`src/hdl/icoc_pkg.sv`:
```
`default_nettype none
package icoc_pkg;
   // Register indices; the byte address on the register port is four times the index.
   localparam logic [7:0] IDX_LCD_START = 8'h71;
   localparam logic [7:0] IDX_LCD_THR = 8'h7E;
   localparam logic [7:0] IDX_TV_START = 8'h81;
   localparam logic [7:0] IDX_TV_C0_B = 8'h86;
   localparam logic [7:0] IDX_TV_C0_G = 8'h87;
   localparam logic [7:0] IDX_TV_C0_R = 8'h88;
   localparam logic [7:0] IDX_TV_C1_B = 8'h8A;
   localparam logic [7:0] IDX_TV_C1_G = 8'h8B;
   localparam logic [7:0] IDX_TV_C1_R = 8'h8C;
   localparam logic [7:0] IDX_TV_THR = 8'h8E;
   localparam logic [7:0] IDX_CTRL = 8'h90;
   localparam logic [7:0] IDX_DISP_W_LO = 8'h91;
   localparam logic [7:0] IDX_DISP_W_HI = 8'h92;
   localparam logic [7:0] IDX_DISP_H_LO = 8'h93;
   localparam logic [7:0] IDX_DISP_H_HI = 8'h94;
   localparam logic [7:0] IDX_PANEL_W_LO = 8'h95;
   localparam logic [7:0] IDX_PANEL_W_HI = 8'h96;
   localparam logic [7:0] IDX_PANEL_H_LO = 8'h97;
   localparam logic [7:0] IDX_PANEL_H_HI = 8'h98;
   localparam logic [7:0] IDX_STATUS = 8'h99;
   localparam int REG_ADDR_W = 10;
   // Control register bit positions.
   localparam int CTRL_LCD_INK = 0;
   localparam int CTRL_TV_INK = 1;
   localparam int CTRL_COLOR_PANEL = 2;
   localparam int CTRL_LCD_EN = 3;
   localparam int CTRL_TV_EN = 4;
   localparam int CTRL_W = 5;
   localparam int STAT_W = 2;
   // Geometry of the overlay images in the display buffer.
   localparam int ADDR_W = 22;
   localparam int DATA_W = 16;
   localparam int DIM_W = 11;
   localparam int THR_W = 4;
   localparam logic [ADDR_W-1:0] CURSOR_BYTES = 22'h000400;
   localparam int BLOCK_SHIFT = 13;
   localparam int INK_SHIFT = 2;
   localparam int DUAL_SHIFT = 4;
   localparam int COLOR_FACTOR_SHIFT = 2;
   localparam logic [THR_W-1:0] AUTO_THRESH = 4'h8;
   typedef enum logic [1:0] {
      OVL_COLOR0 = 2'b00,
      OVL_COLOR1 = 2'b01,
      OVL_BG = 2'b10,
      OVL_INV_BG = 2'b11
   } icoc_code_type;
   typedef struct packed {
      logic [4:0] red;
      logic [5:0] green;
      logic [4:0] blue;
   } icoc_rgb_type;
   typedef struct packed {
      logic valid;
      logic [ADDR_W-1:0] addr;
   } icoc_mem_req_type;
endpackage
`default_nettype wire

```
`src/hdl/icoc_overlay_fetch.sv`:
```
`timescale 1ns/1ns
`default_nettype none
module icoc_overlay_fetch import icoc_pkg::*; #(
   parameter int DEPTH = 16,
   parameter int WORD_W = DATA_W
) (
   input wire logic clk,
   input wire logic rst,
   input wire logic enable,
   input wire logic frame_start,
   input wire logic [ADDR_W-1:0] base,
   input wire logic [ADDR_W-1:0] length,
   input wire logic [THR_W-1:0] threshold,
   output icoc_mem_req_type mem,
   input wire logic mem_valid,
   input wire logic [WORD_W-1:0] mem_data,
   input wire logic pop,
   output icoc_code_type code,
   output logic code_valid,
   output logic underrun
);
   localparam int LW = $clog2(DEPTH + 1);
   localparam int PW = $clog2(DEPTH);
   localparam int SW = $clog2(WORD_W / 2);
   localparam logic [ADDR_W-1:0] STEP = ADDR_W'(WORD_W / 8);

   // The threshold field can ask for up to fifteen words, so the store must hold them.
   if (DEPTH < 16 || (DEPTH & (DEPTH - 1)) != 0 || WORD_W != DATA_W) begin : g_bad_depth
      $error("icoc_overlay_fetch: DEPTH must be a power of two of at least 16, WORD_W must be DATA_W.");
   end

   typedef enum logic {FETCH_IDLE = 1'b0, FETCH_WAIT = 1'b1} icoc_fetch_state_type;
   icoc_fetch_state_type state;
   logic [WORD_W-1:0] store [DEPTH];
   logic [PW-1:0] wr_ptr, rd_ptr;
   logic [LW-1:0] level;
   logic [SW-1:0] sub;
   logic [ADDR_W-1:0] addr, remain;
   logic stale;
   logic [THR_W-1:0] thr_eff;
   logic issue, push, word_done;

   // A zero field hands the choice of threshold back to the hardware.
   assign thr_eff = (threshold == '0) ? AUTO_THRESH : threshold;
   // One read is in flight at a time, so the fill never passes the threshold.
   assign issue = state == FETCH_IDLE && enable && !frame_start && remain != '0 && level < LW'(thr_eff);
   assign push = mem_valid && state == FETCH_WAIT && !stale && !frame_start;
   assign word_done = pop && level != '0 && sub == SW'(WORD_W / 2 - 1);
   assign code_valid = level != '0;
   assign code = icoc_code_type'(store[rd_ptr][{sub, 1'b0} +: 2]);

   // Read state; a frame start never cancels a read already on the memory port.
   always_ff @(posedge clk) begin
      if (rst) begin
         state <= FETCH_IDLE;
      end else begin
         unique case (state)
            FETCH_IDLE: if (issue) state <= FETCH_WAIT;
            FETCH_WAIT: if (mem_valid) state <= FETCH_IDLE;
         endcase
      end
   end

   // Data for a read issued before the frame start is thrown away when it arrives.
   always_ff @(posedge clk) begin
      if (rst) begin
         stale <= 1'b0;
      end else if (frame_start) begin
         stale <= state == FETCH_WAIT && !mem_valid;
      end else if (mem_valid) begin
         stale <= 1'b0;
      end
   end

   // The image is walked in order from its start address each frame.
   always_ff @(posedge clk) begin
      if (rst) begin
         addr <= '0;
         remain <= '0;
         mem <= '0;
      end else begin
         mem.valid <= issue;
         if (frame_start) begin
            addr <= base;
            remain <= length;
         end else if (issue) begin
            mem.addr <= addr;
            addr <= addr + STEP;
            remain <= (remain < STEP) ? '0 : remain - STEP;
         end
      end
   end

   // Word store; the frame start flushes it so that no stale pixels leak into a frame.
   always_ff @(posedge clk) begin
      if (rst || frame_start) begin
         wr_ptr <= '0;
         rd_ptr <= '0;
         level <= '0;
      end else begin
         if (push) wr_ptr <= wr_ptr + 1'b1;
         if (word_done) rd_ptr <= rd_ptr + 1'b1;
         level <= level + LW'(push) - LW'(word_done);
      end
   end

   always_ff @(posedge clk) begin
      if (push) store[wr_ptr] <= mem_data;
   end

   // Pixel index within the head word, and the underrun pulse for a pull on an empty store.
   always_ff @(posedge clk) begin
      if (rst || frame_start) begin
         sub <= '0;
         underrun <= 1'b0;
      end else begin
         underrun <= pop && level == '0;
         if (pop && level != '0) sub <= sub + 1'b1;
      end
   end
endmodule // icoc_overlay_fetch
`default_nettype wire

```
`src/hdl/icoc_ink_cursor_overlay_config.sv`:
```
// Strobed register access was chosen for this implementation.
`timescale 1ns/1ns
`default_nettype none
// Summary of operation
// - TV colour 0 is a 5-6-5 value in three byte registers, upper bits zero.
// - TV colour 1 uses the same 5-6-5 layout in its own three registers.
// - The low four bits of one register set the LCD overlay fetch threshold.
// - A second register of the same layout sets the TV overlay fetch threshold.
// - A threshold of zero makes the hardware pick the threshold itself.
// - The threshold limits the overlay store fill; a pull on an empty store sets an underrun flag.
// - Each display path has its own start address register in the buffer.
// - Dual panel buffer size is width times height times factor over sixteen.
// - The dual panel buffer starts at memory size minus its own size.
// - A cursor image is always exactly 1024 bytes.
// - An ink layer is width times height over four bytes.
// - Codes pick colour 0, colour 1, background or inverted background.
// - Start value zero means size minus 1024; n means size minus n times 8192.
module icoc_ink_cursor_overlay_config import icoc_pkg::*; #(
   parameter int MEM_BYTES = 2097152,
   parameter int DEPTH = 16
) (
   input wire logic clk,
   input wire logic rst,
   input wire logic [REG_ADDR_W-1:0] reg_addr,
   input wire logic [7:0] reg_wdata,
   input wire logic reg_wr,
   input wire logic reg_rd,
   output logic [7:0] reg_rdata,
   input wire logic [1:0] frame_start,
   output icoc_mem_req_type [1:0] mem_req,
   input wire logic [1:0] mem_valid,
   input wire logic [1:0][DATA_W-1:0] mem_data,
   input wire logic [1:0] pix_pop,
   output logic [1:0] pix_valid,
   output icoc_code_type [1:0] pix_code,
   input wire icoc_rgb_type tv_bg,
   output icoc_rgb_type tv_pix_colour,
   output logic [ADDR_W-1:0] dual_base
);
   localparam logic [ADDR_W-1:0] MEM_SIZE = ADDR_W'(MEM_BYTES);

   // The largest start code must still land inside the buffer.
   if (MEM_BYTES < (255 << BLOCK_SHIFT) || MEM_BYTES >= (1 << ADDR_W)) begin : g_bad_mem
      $error("icoc_ink_cursor_overlay_config: MEM_BYTES out of the range the address logic serves.");
   end

   logic [7:0] lcd_start, tv_start;
   logic [THR_W-1:0] lcd_thr, tv_thr;
   icoc_rgb_type tv_c0, tv_c1;
   logic [CTRL_W-1:0] ctrl;
   logic [DIM_W-1:0] disp_w, disp_h, panel_w, panel_h;
   logic [STAT_W-1:0] status;
   logic [7:0] idx;
   logic aligned, wr_hit, rd_hit;
   logic [7:0] next_rdata;
   logic [1:0][7:0] start_code;
   logic [1:0][THR_W-1:0] path_thr;
   logic [1:0][ADDR_W-1:0] base, length;
   logic [1:0] ink_mode, path_en, underrun;
   logic [1:0] code_valid;
   icoc_code_type [1:0] code;
   logic [ADDR_W-1:0] ink_bytes, dual_size, panel_area;
   icoc_rgb_type next_colour;

   // Registers sit one to a word; a byte address that is not word aligned decodes to nothing.
   assign idx = reg_addr[REG_ADDR_W-1:2];
   assign aligned = reg_addr[1:0] == 2'b00;
   assign wr_hit = reg_wr && aligned;
   assign rd_hit = reg_rd && aligned;

   // Start address codes, one per path.
   always_ff @(posedge clk) begin
      if (rst) begin
         lcd_start <= '0;
         tv_start <= '0;
      end else if (wr_hit) begin
         if (idx == IDX_LCD_START) lcd_start <= reg_wdata;
         if (idx == IDX_TV_START) tv_start <= reg_wdata;
      end
   end

   // Fetch thresholds keep only the low nibble; the upper bits are not stored.
   always_ff @(posedge clk) begin
      if (rst) begin
         lcd_thr <= '0;
         tv_thr <= '0;
      end else if (wr_hit) begin
         if (idx == IDX_LCD_THR) lcd_thr <= reg_wdata[THR_W-1:0];
         if (idx == IDX_TV_THR) tv_thr <= reg_wdata[THR_W-1:0];
      end
   end

   // TV overlay colours in 5-6-5 form.
   always_ff @(posedge clk) begin
      if (rst) begin
         tv_c0 <= '0;
         tv_c1 <= '0;
      end else if (wr_hit) begin
         unique case (idx)
            IDX_TV_C0_B: tv_c0.blue <= reg_wdata[4:0];
            IDX_TV_C0_G: tv_c0.green <= reg_wdata[5:0];
            IDX_TV_C0_R: tv_c0.red <= reg_wdata[4:0];
            IDX_TV_C1_B: tv_c1.blue <= reg_wdata[4:0];
            IDX_TV_C1_G: tv_c1.green <= reg_wdata[5:0];
            IDX_TV_C1_R: tv_c1.red <= reg_wdata[4:0];
            default: ;
         endcase
      end
   end

   // Mode, enables and the display and panel dimensions.
   always_ff @(posedge clk) begin
      if (rst) begin
         ctrl <= '0;
         disp_w <= '0;
         disp_h <= '0;
         panel_w <= '0;
         panel_h <= '0;
      end else if (wr_hit) begin
         unique case (idx)
            IDX_CTRL: ctrl <= reg_wdata[CTRL_W-1:0];
            IDX_DISP_W_LO: disp_w[7:0] <= reg_wdata;
            IDX_DISP_W_HI: disp_w[DIM_W-1:8] <= reg_wdata[DIM_W-9:0];
            IDX_DISP_H_LO: disp_h[7:0] <= reg_wdata;
            IDX_DISP_H_HI: disp_h[DIM_W-1:8] <= reg_wdata[DIM_W-9:0];
            IDX_PANEL_W_LO: panel_w[7:0] <= reg_wdata;
            IDX_PANEL_W_HI: panel_w[DIM_W-1:8] <= reg_wdata[DIM_W-9:0];
            IDX_PANEL_H_LO: panel_h[7:0] <= reg_wdata;
            IDX_PANEL_H_HI: panel_h[DIM_W-1:8] <= reg_wdata[DIM_W-9:0];
            default: ;
         endcase
      end
   end

   // Sticky underrun flags, cleared by writing one; a new underrun wins over the clear.
   always_ff @(posedge clk) begin
      if (rst) begin
         status <= '0;
      end else begin
         status <= (status & ~((wr_hit && idx == IDX_STATUS) ? reg_wdata[STAT_W-1:0] : '0)) | underrun;
      end
   end

   // Readback; unmapped or unaligned addresses read as zero.
   always_comb begin
      next_rdata = '0;
      unique case (idx)
         IDX_LCD_START: next_rdata = lcd_start;
         IDX_TV_START: next_rdata = tv_start;
         IDX_LCD_THR: next_rdata = {4'h0, lcd_thr};
         IDX_TV_THR: next_rdata = {4'h0, tv_thr};
         IDX_TV_C0_B: next_rdata = {3'h0, tv_c0.blue};
         IDX_TV_C0_G: next_rdata = {2'h0, tv_c0.green};
         IDX_TV_C0_R: next_rdata = {3'h0, tv_c0.red};
         IDX_TV_C1_B: next_rdata = {3'h0, tv_c1.blue};
         IDX_TV_C1_G: next_rdata = {2'h0, tv_c1.green};
         IDX_TV_C1_R: next_rdata = {3'h0, tv_c1.red};
         IDX_CTRL: next_rdata = {3'h0, ctrl};
         IDX_DISP_W_LO: next_rdata = disp_w[7:0];
         IDX_DISP_W_HI: next_rdata = {5'h00, disp_w[DIM_W-1:8]};
         IDX_DISP_H_LO: next_rdata = disp_h[7:0];
         IDX_DISP_H_HI: next_rdata = {5'h00, disp_h[DIM_W-1:8]};
         IDX_PANEL_W_LO: next_rdata = panel_w[7:0];
         IDX_PANEL_W_HI: next_rdata = {5'h00, panel_w[DIM_W-1:8]};
         IDX_PANEL_H_LO: next_rdata = panel_h[7:0];
         IDX_PANEL_H_HI: next_rdata = {5'h00, panel_h[DIM_W-1:8]};
         IDX_STATUS: next_rdata = {6'h00, status};
         default: next_rdata = '0;
      endcase
      if (!aligned) next_rdata = '0;
   end

   always_ff @(posedge clk) begin
      if (rst) begin
         reg_rdata <= '0;
      end else if (rd_hit || reg_rd) begin
         reg_rdata <= next_rdata;
      end
   end

   // Image sizes: the ink layer is two bits per display pixel, the cursor a fixed block.
   assign ink_bytes = ADDR_W'(({11'h000, disp_w} * {11'h000, disp_h}) >> INK_SHIFT);
   assign panel_area = ADDR_W'({11'h000, panel_w} * {11'h000, panel_h});
   // Colour panels need four times the monochrome space.
   assign dual_size = (ctrl[CTRL_COLOR_PANEL] ? (panel_area << COLOR_FACTOR_SHIFT) : panel_area) >> DUAL_SHIFT;

   // The dual panel buffer is pinned to the very top of memory.
   always_ff @(posedge clk) begin
      if (rst) begin
         dual_base <= MEM_SIZE;
      end else begin
         dual_base <= MEM_SIZE - dual_size;
      end
   end

   assign start_code[0] = lcd_start;
   assign start_code[1] = tv_start;
   assign path_thr[0] = lcd_thr;
   assign path_thr[1] = tv_thr;
   assign ink_mode = {ctrl[CTRL_TV_INK], ctrl[CTRL_LCD_INK]};
   assign path_en = {ctrl[CTRL_TV_EN], ctrl[CTRL_LCD_EN]};

   // One fetch engine per display path, each with its own placement and threshold.
   for (genvar p = 0; p < 2; p++) begin : g_path
      // Overlapping placements are software's concern; the hardware does not check them.
      assign base[p] = (start_code[p] == '0) ? MEM_SIZE - CURSOR_BYTES
                     : MEM_SIZE - (ADDR_W'(start_code[p]) << BLOCK_SHIFT);
      assign length[p] = ink_mode[p] ? ink_bytes : CURSOR_BYTES;

      icoc_overlay_fetch #(
         .DEPTH(DEPTH),
         .WORD_W(DATA_W)
      ) u_fetch (
         .clk(clk),
         .rst(rst),
         .enable(path_en[p]),
         .frame_start(frame_start[p]),
         .base(base[p]),
         .length(length[p]),
         .threshold(path_thr[p]),
         .mem(mem_req[p]),
         .mem_valid(mem_valid[p]),
         .mem_data(mem_data[p]),
         .pop(pix_pop[p]),
         .code(code[p]),
         .code_valid(code_valid[p]),
         .underrun(underrun[p])
      );

      // The pixel code is handed out one cycle after the pull.
      always_ff @(posedge clk) begin
         if (rst) begin
            pix_valid[p] <= 1'b0;
            pix_code[p] <= OVL_BG;
         end else begin
            pix_valid[p] <= pix_pop[p] && code_valid[p];
            if (pix_pop[p] && code_valid[p]) pix_code[p] <= code[p];
         end
      end
   end

   // TV colour selection; the LCD colours live elsewhere, so that path hands out the code only.
   always_comb begin
      next_colour = tv_bg; // An unwritten store word at startup would otherwise match no item.
      case (code[1])
         OVL_COLOR0: next_colour = tv_c0;
         OVL_COLOR1: next_colour = tv_c1;
         OVL_BG: next_colour = tv_bg;
         OVL_INV_BG: next_colour = ~tv_bg;
      endcase
   end

   always_ff @(posedge clk) begin
      if (rst) begin
         tv_pix_colour <= '0;
      end else if (pix_pop[1] && code_valid[1]) begin
         tv_pix_colour <= next_colour;
      end
   end

   // Last written byte, kept so that the steering checks can compare against it.
   logic [7:0] wd_hold;
   always_ff @(posedge clk) begin
      if (reg_wr) wd_hold <= reg_wdata;
   end
endmodule // icoc_ink_cursor_overlay_config
`default_nettype wire

```
`config.mk`:
```
export PLATFORM = sky130hd
export DESIGN_NAME = icoc_ink_cursor_overlay_config
export DESIGN_NICKNAME = d
export VERILOG_FILES = /design/src/hdl/icoc_pkg.sv /design/src/hdl/icoc_overlay_fetch.sv /design/src/hdl/icoc_ink_cursor_overlay_config.sv
export SDC_FILE = /design/constraint.sdc
export NUM_CORES = 2
export LEC_CHECK = 0
export BUFFER_PORTS_ARGS = -buffer_cell sky130_fd_sc_hd__clkbuf_2
export CAP_MARGIN = 10
export CORE_UTILIZATION = 50
export CTS_CLUSTER_DIAMETER = 40
export DETAILED_ROUTE_END_ITERATION = 6
export PLACE_DENSITY_LB_ADDON = 0.3
export SETUP_SLACK_MARGIN = 0.15
export SYNTH_ARGS = -nofsm -noshare
export SYNTH_HDL_FRONTEND = slang
export SYNTH_HIERARCHICAL = 1
export SYNTH_SLANG_ARGS = --single-unit
```
`constraint.sdc`:
```
create_clock -name clk -period 8.1 [get_ports clk]
set_input_delay 1.215 -clock clk [delete_from_list [all_inputs] [get_ports clk]]
set_output_delay 1.215 -clock clk [all_outputs]
set_load 0.01 [all_outputs]
```
# Word-level counts from Yosys, hierarchy flattened
# Memory sizes are Yosys's and may differ from the RTL's. A register that Yosys moved wholly into a read port is not among the register bits.
# Index checks and enable logic that the tools add are counted.
# word_totals
reg_bits,331
mem_bits_ro,0
n_memories,2
latch_bits,0
ramBits,512
wordCells,221
inputBits,76
# classes
shift,2
eq_ne,25
bitwise_logic,8
div_mod_pow,0
add_sub_neg,17
n_reduce_logical,71
n_mux,39
order_cmp,4
multipliers,2
# mem_list
name,depth,width,read_ports,rd_ports_with_merged_regs,write_ports,line,rtl
g_path[0].u_fetch.store,16,16,1,1,1,icoc_overlay_fetch.sv:34,logic [WORD_W-1:0] store [DEPTH];
g_path[1].u_fetch.store,16,16,1,1,1,icoc_overlay_fetch.sv:34,
# ops
op,n
22-bit 2-to-1 mux,13
8-bit case mux with 20 select lines,1
8-bit == test (second input constant),18
16-bit case mux with 4 select lines,1
22-bit by 2-bit adder with 22-bit output (second input constant),2
22-bit by 2-bit < comparator with 1-bit output (second input constant),2
11-bit by 11-bit multiplier with 22-bit output,2
22-bit nonzero test,2
22-bit by 2-bit subtractor with 22-bit output (second input constant),2
22-bit by 21-bit subtractor with 22-bit output (first input constant),2
2-bit AND reduction,21
20-bit 2-to-1 mux,2
16-bit by 5-bit variable part select with 2-bit output,2
1-bit logical AND,25
4-bit 2-to-1 mux,6
22-bit by 18-bit subtractor with 22-bit output (first input constant),1
4-bit by 1-bit adder with 4-bit output (second input constant),4
8-bit by 7-bit == test with 1-bit output (second input constant),2
8-bit logical NOT,2
16-bit inverter,1
1-bit 2-to-1 mux,12
5-bit by 1-bit adder with 5-bit output,2
5-bit logical NOT,2
5-bit by 4-bit < comparator with 1-bit output,2
18 further kinds,39

# Longest topological paths before layout
# depth
word_depth,7
depth_mapped,24
ltp_nobuf,23

# Modules after synthesis
# The synthesis kept the hierarchy.
# modules_own_cells
module,cells_each,area_each_um2,n_inst
icoc_ink_cursor_overlay_config,2059,16284.4,1
icoc_overlay_fetch at g_path[1].u_fetch,1031,14681.6,1
icoc_overlay_fetch at g_path[0].u_fetch,1027,14283.7,1

# Worst setup path after synthesis
# No wires, ideal clock.
# synth_path
path_type,reg2reg
start,register panel_h[4]
end,register dual_base[16]
slack_ns,2.279
period_less_slack_ns,5.821
arrival_ns,5.698
setup_time_ns,0.123
path_stages_with_launch,20
path_buffers,1
t_required_ns,7.977
path_cell_list,dfxtp_1 > clkbuf_1 > nand2_1 > fa_1 > fa_1 > fa_1 > inv_1 > fa_1 > inv_1 > fa_1 > inv_1 > ha_1 > a21oi_2 > o211ai_4 > a311o_1 > a32oi_2 > nand3b_4 > nor4_4 > o2111ai_1 > mux2_1
# synth_via
elab_chain_cells,3
# synth_rtl
item,line,rtl
"start, declared",icoc_ink_cursor_overlay_config.sv:51,"logic [DIM_W-1:0] disp_w, disp_h, panel_w, panel_h;"
"start signal, assigned",icoc_ink_cursor_overlay_config.sv:128,IDX_PANEL_H_LO: panel_h[7:0] <= reg_wdata;
"start signal, assigned by index",icoc_ink_cursor_overlay_config.sv:129,IDX_PANEL_H_HI: panel_h[DIM_W-1:8] <= reg_wdata[DIM_W-9:0];
11-bit by 11-bit multiplier with 22-bit output,icoc_ink_cursor_overlay_config.sv:183,"assign panel_area = ADDR_W'({11'h000, panel_w} * {11'h000, panel_h});"
22-bit 2-to-1 mux,icoc_ink_cursor_overlay_config.sv:185,assign dual_size = (ctrl[CTRL_COLOR_PANEL] ? (panel_area << COLOR_FACTOR_SHIFT) : panel_area) >> DUAL_SHIFT;
22-bit by 18-bit subtractor with 22-bit output,icoc_ink_cursor_overlay_config.sv:192,dual_base <= MEM_SIZE - dual_size;
"end signal, assigned",icoc_ink_cursor_overlay_config.sv:192,
"end, declared",icoc_ink_cursor_overlay_config.sv:38,output logic [ADDR_W-1:0] dual_base
# No other way between the ends.
# A chain may end at the register's enable or synchronous reset.

# Worst setup path in the final report
# Ends and elaborated chain as after synthesis.

==> metrics.txt <==
status finished clean; min cycle time layout 6260 ps; via count of the first global-routing pass 31.9k; worst setup skew after layout 48.8 ps; data required time at the worst endpoint 8690 ps; VDD IR-drop max 0.255 mV; total power divided by cell area 193 nW/um2; Final Non-Filler Cells 5510; share of the synthesized area in the top cell type 34.0%; RSZ-0062 raised after global routing no; transition at the pin with the smallest max-transition slack 1220 ps; R2R setup slack 1840 ps; clock latency on the worst-skew pair 710 ps; Hold Path Cell Cnt 2; initial antenna violation count 11; dominant synthesized flop cell sky130_fd_sc_hd__edfxtp_1; DRC violations left 0; number of H-tree branching levels 3; portion of total power attributed to combinational logic 2.5%; count of yosys warnings during synthesis 6; destination of the worst hold path g_path[0].u_fetch/mem[5]; fraction of final layout cells with drive strength greater than 1 14.2%; DIE HEIGHT 303 um; DP Cell Count 5292; Root Buffer sky130_fd_sc_hd__clkbuf_16; critical hold path startpoint g_path[0].u_fetch/mem[5]; site row count 109; Switch Pwr 0.00228 W; Clk pin slew, worst setup/hold paths 60 ps; global-route wire length before repair 183 mm; standard cell core area 89100 um2; number of nets with antenna violations after detailed routing 0; total of flip-flops plus latches after synthesis 851; multi-input combinational cell area 21200 um2; category of the critical setup timing path reg -> reg; sum of net half-perimeters after detailed placement 80.0 mm; Top-Level Pins 174; EDFF count, synth 512; library cell occupying the most area in the post-synthesis netlist sky130_fd_sc_hd__edfxtp_1; Final setup violation count 0; number of distinct library cell variants in the gate-level netlist after synthesis 104; R2R cell count 18; number of cells upsized or downsized after cts 0; starting utilization of the core area 50.8%; Synth Instances 4117; Final Net Count 4639; FF+latch area 22200 um2; normalized max-slew margin 18.2%; summed negative setup slack over all endpoints 0 ps; per-instance average area after synthesis 11.0 um2; Max Cap Violations 0; number of hold-slack violations in the final timing report 0; arrival time of the worst setup path 6850 ps; Vias 32.8k; share of power burned in the clock network 50.7%; startpoint of the most critical register-to-register path panel_h[4]; class of the tightest hold or removal check reg -> reg; fraction of synthesis flops using an asynchronous set or reset pin 0%; quantity of I/O buffers inserted on ports 173; highest achievable clock rate 0.160 GHz; final core utilization 57.3%; Clock Sinks 851; GRT overflow 0; DIE WIDTH 303 um; post-synthesis instance area 45200 um2; RD Place Congestion 0.942; final worst-path cycle share 77.2%; DRT Wirelength 118 mm; critical register-to-register path endpoint dual_base[16]; largest net degree at the start of global routing 72; Avg Vias per Cell 5.96; area added between synthesis and finish 12.9%; first-pass detailed-route iteration total 7; Sw Ratio 23.1%; initial DRC count 3254; Post-synth top cells sky130_fd_sc_hd__nand2_1, sky130_fd_sc_hd__edfxtp_1, sky130_fd_sc_hd__dfxtp_1, sky130_fd_sc_hd__a21oi_1, sky130_fd_sc_hd__inv_1; number of buffers between clock root and the deepest sink 3; fraction of power consumed by sequential logic 46.8%; share of synthesized area occupied by flip-flops and latches 49.0%; average routed wire per standard cell 21.3 um; cells taking the most area after synthesis sky130_fd_sc_hd__edfxtp_1, sky130_fd_sc_hd__dfxtp_1, sky130_fd_sc_hd__fa_1; # hold bufs at CTS 0; leak pwr 18.9 nW; Startpoint Class register; number of max-slew violations in the final report 0; Fillers 7347; count of buffers added by post-CTS timing repair for setup 0; TritonCTS clock tree done; kind of capture point of the worst setup path register; number of clock buffers inserted by TritonCTS 115; dominant cell by count in the synthesized netlist sky130_fd_sc_hd__nand2_1; GRT Overall Usage 25.8%; highest net fanout along the worst path 13; design internal power 0.00760 W; overall die area 91700 um2
[per-stage QoR]
step / hold WS (ps) / instance area [um2] / power [W] / setup WS (ps)
global route: 477 / 51100 / 0.0102 / 1450
floorplan: 413 / 45300 / 0.00485 / 2280
global placement: 438 / 47200 / 0.00495 / 1940
CTS: 455 / 51100 / 0.00995 / 1870
detailed placement: 444 / 47200 / 0.00496 / 1870
finish: 452 / 51100 / 0.00988 / 1840
[per-layer routing]
| metal | vias to the layer above | part of all wire, % | GRT usage (%) | wire (um) |
|---|---|---|---|---|
| met3 | 220 | 8.1 | 5.28 | 9460 |
| met4 | 12 | 3.2 | 9.20 | 3770 |
| met2 | 1213 | 46 | 40.4 | 54600 |
| met5 | - | 0.056 | 0 | 66 |
| met1 | 16200 | 42 | 35.7 | 49600 |
| li1 | 15200 | - | - | - |
[how the worst max path moves through the flow]
stage                          start       endpoint  slack [ps]  cells past startpoint
after global routing      panel_h[2]  dual_base[16]        1450                     18
final                     panel_h[4]  dual_base[16]        1840                     18
after CTS                 panel_h[4]  dual_base[16]        1870                     18
after global placement    panel_h[4]  dual_base[16]        1940                     18
after floorplan           panel_h[4]  dual_base[16]        2280                     19
after detailed placement  panel_h[4]  dual_base[16]        1870                     18
[final cells by class]
| type | count | area share [%] |
|---|---|---|
| Sequential cell | 851 | 43.4 |
| Multi-Input combinational cell | 2775 | 41.5 |
| Clock buffer | 130 | 5.85 |
| Tap cell | 1165 | 2.85 |
| Timing Repair Buffer | 233 | 2.60 |
| Inverter | 268 | 1.97 |
| Clock inverter | 87 | 1.80 |
| Antenna cell | 1 | 0.00490 |
[power by group through the flow]
stage / logic [W] / registers, W / clock network [W]
finish: 0.000246 / 0.00462 / 0.00501
global route: 0.000268 / 0.00462 / 0.00527
CTS: 0.000244 / 0.00462 / 0.00509
detailed placement: 0.000243 / 0.00471 / 0
global placement: 0.000239 / 0.00471 / 0
floorplan: 0.000145 / 0.00471 / 0
[worst max-delay path, cell delays in order, from the launching register on]
cell	delay (ps)
sky130_fd_sc_hd__dfxtp_1	620
sky130_fd_sc_hd__nand2_1	150
sky130_fd_sc_hd__fa_1	590
sky130_fd_sc_hd__fa_1	450
sky130_fd_sc_hd__fa_1	500
sky130_fd_sc_hd__inv_1	50
sky130_fd_sc_hd__fa_1	530
sky130_fd_sc_hd__inv_1	50
sky130_fd_sc_hd__fa_1	530
sky130_fd_sc_hd__inv_1	40
sky130_fd_sc_hd__ha_1	380
sky130_fd_sc_hd__a21oi_2	300
sky130_fd_sc_hd__o211ai_2	190
sky130_fd_sc_hd__a31o_1	230
sky130_fd_sc_hd__o211a_1	250
sky130_fd_sc_hd__o31a_1	350
sky130_fd_sc_hd__nor4_4	420
sky130_fd_sc_hd__o2111ai_1	190
sky130_fd_sc_hd__mux2_1	330
[sequential cells by signal (all words and copies together) (netlist names), 5 cells and up, named ones only]
signal / count
panel_h: 11
g_path.u_fetch/sub: 6
disp_h: 11
disp_w: 11
tv_start: 8
g_path.u_fetch/addr: 44
g_path.u_fetch/store: 512
reg_rdata: 8
lcd_start: 8
g_path.u_fetch/rd_ptr: 8
ctrl: 5
tv_c0: 16
g_path.u_fetch/remain: 44
panel_w: 11
g_path.u_fetch/mem: 46
tv_pix_colour: 16
g_path.u_fetch/wr_ptr: 8
g_path.u_fetch/level: 10
dual_base: 22
tv_c1: 16
[cells in the final DEF, fill, tap and decap left out, types with 116 or more instances in the layout]
| master | synthesis | routed |
|---|---|---|
| sky130_fd_sc_hd__clkbuf_16 | 0 | 116 |
| sky130_fd_sc_hd__clkbuf_2 | 0 | 172 |
| sky130_fd_sc_hd__a21oi_1 | 269 | 269 |
| sky130_fd_sc_hd__nor2_1 | 238 | 238 |
| sky130_fd_sc_hd__dfxtp_1 | 339 | 335 |
| sky130_fd_sc_hd__inv_1 | 264 | 264 |
| sky130_fd_sc_hd__o21ai_0 | 127 | 126 |
| sky130_fd_sc_hd__ha_1 | 157 | 157 |
| sky130_fd_sc_hd__nand2_1 | 516 | 516 |
| sky130_fd_sc_hd__nand3_1 | 149 | 149 |
| sky130_fd_sc_hd__edfxtp_1 | 512 | 512 |
| sky130_fd_sc_hd__and2_1 | 157 | 156 |
| sky130_fd_sc_hd__fa_1 | 162 | 162 |
[cells by family after synthesis]
family,after synthesis,synth area share (%)
flops,851,49.0
other cells,1,0.00829
buf+inv,516,4.52
xor+xnor,72,1.39
mux,187,7.25
fa+ha+maj,319,11.5
simple gates,1368,14.7
compound gates,803,11.7
Power figures use the tool's default switching activity.
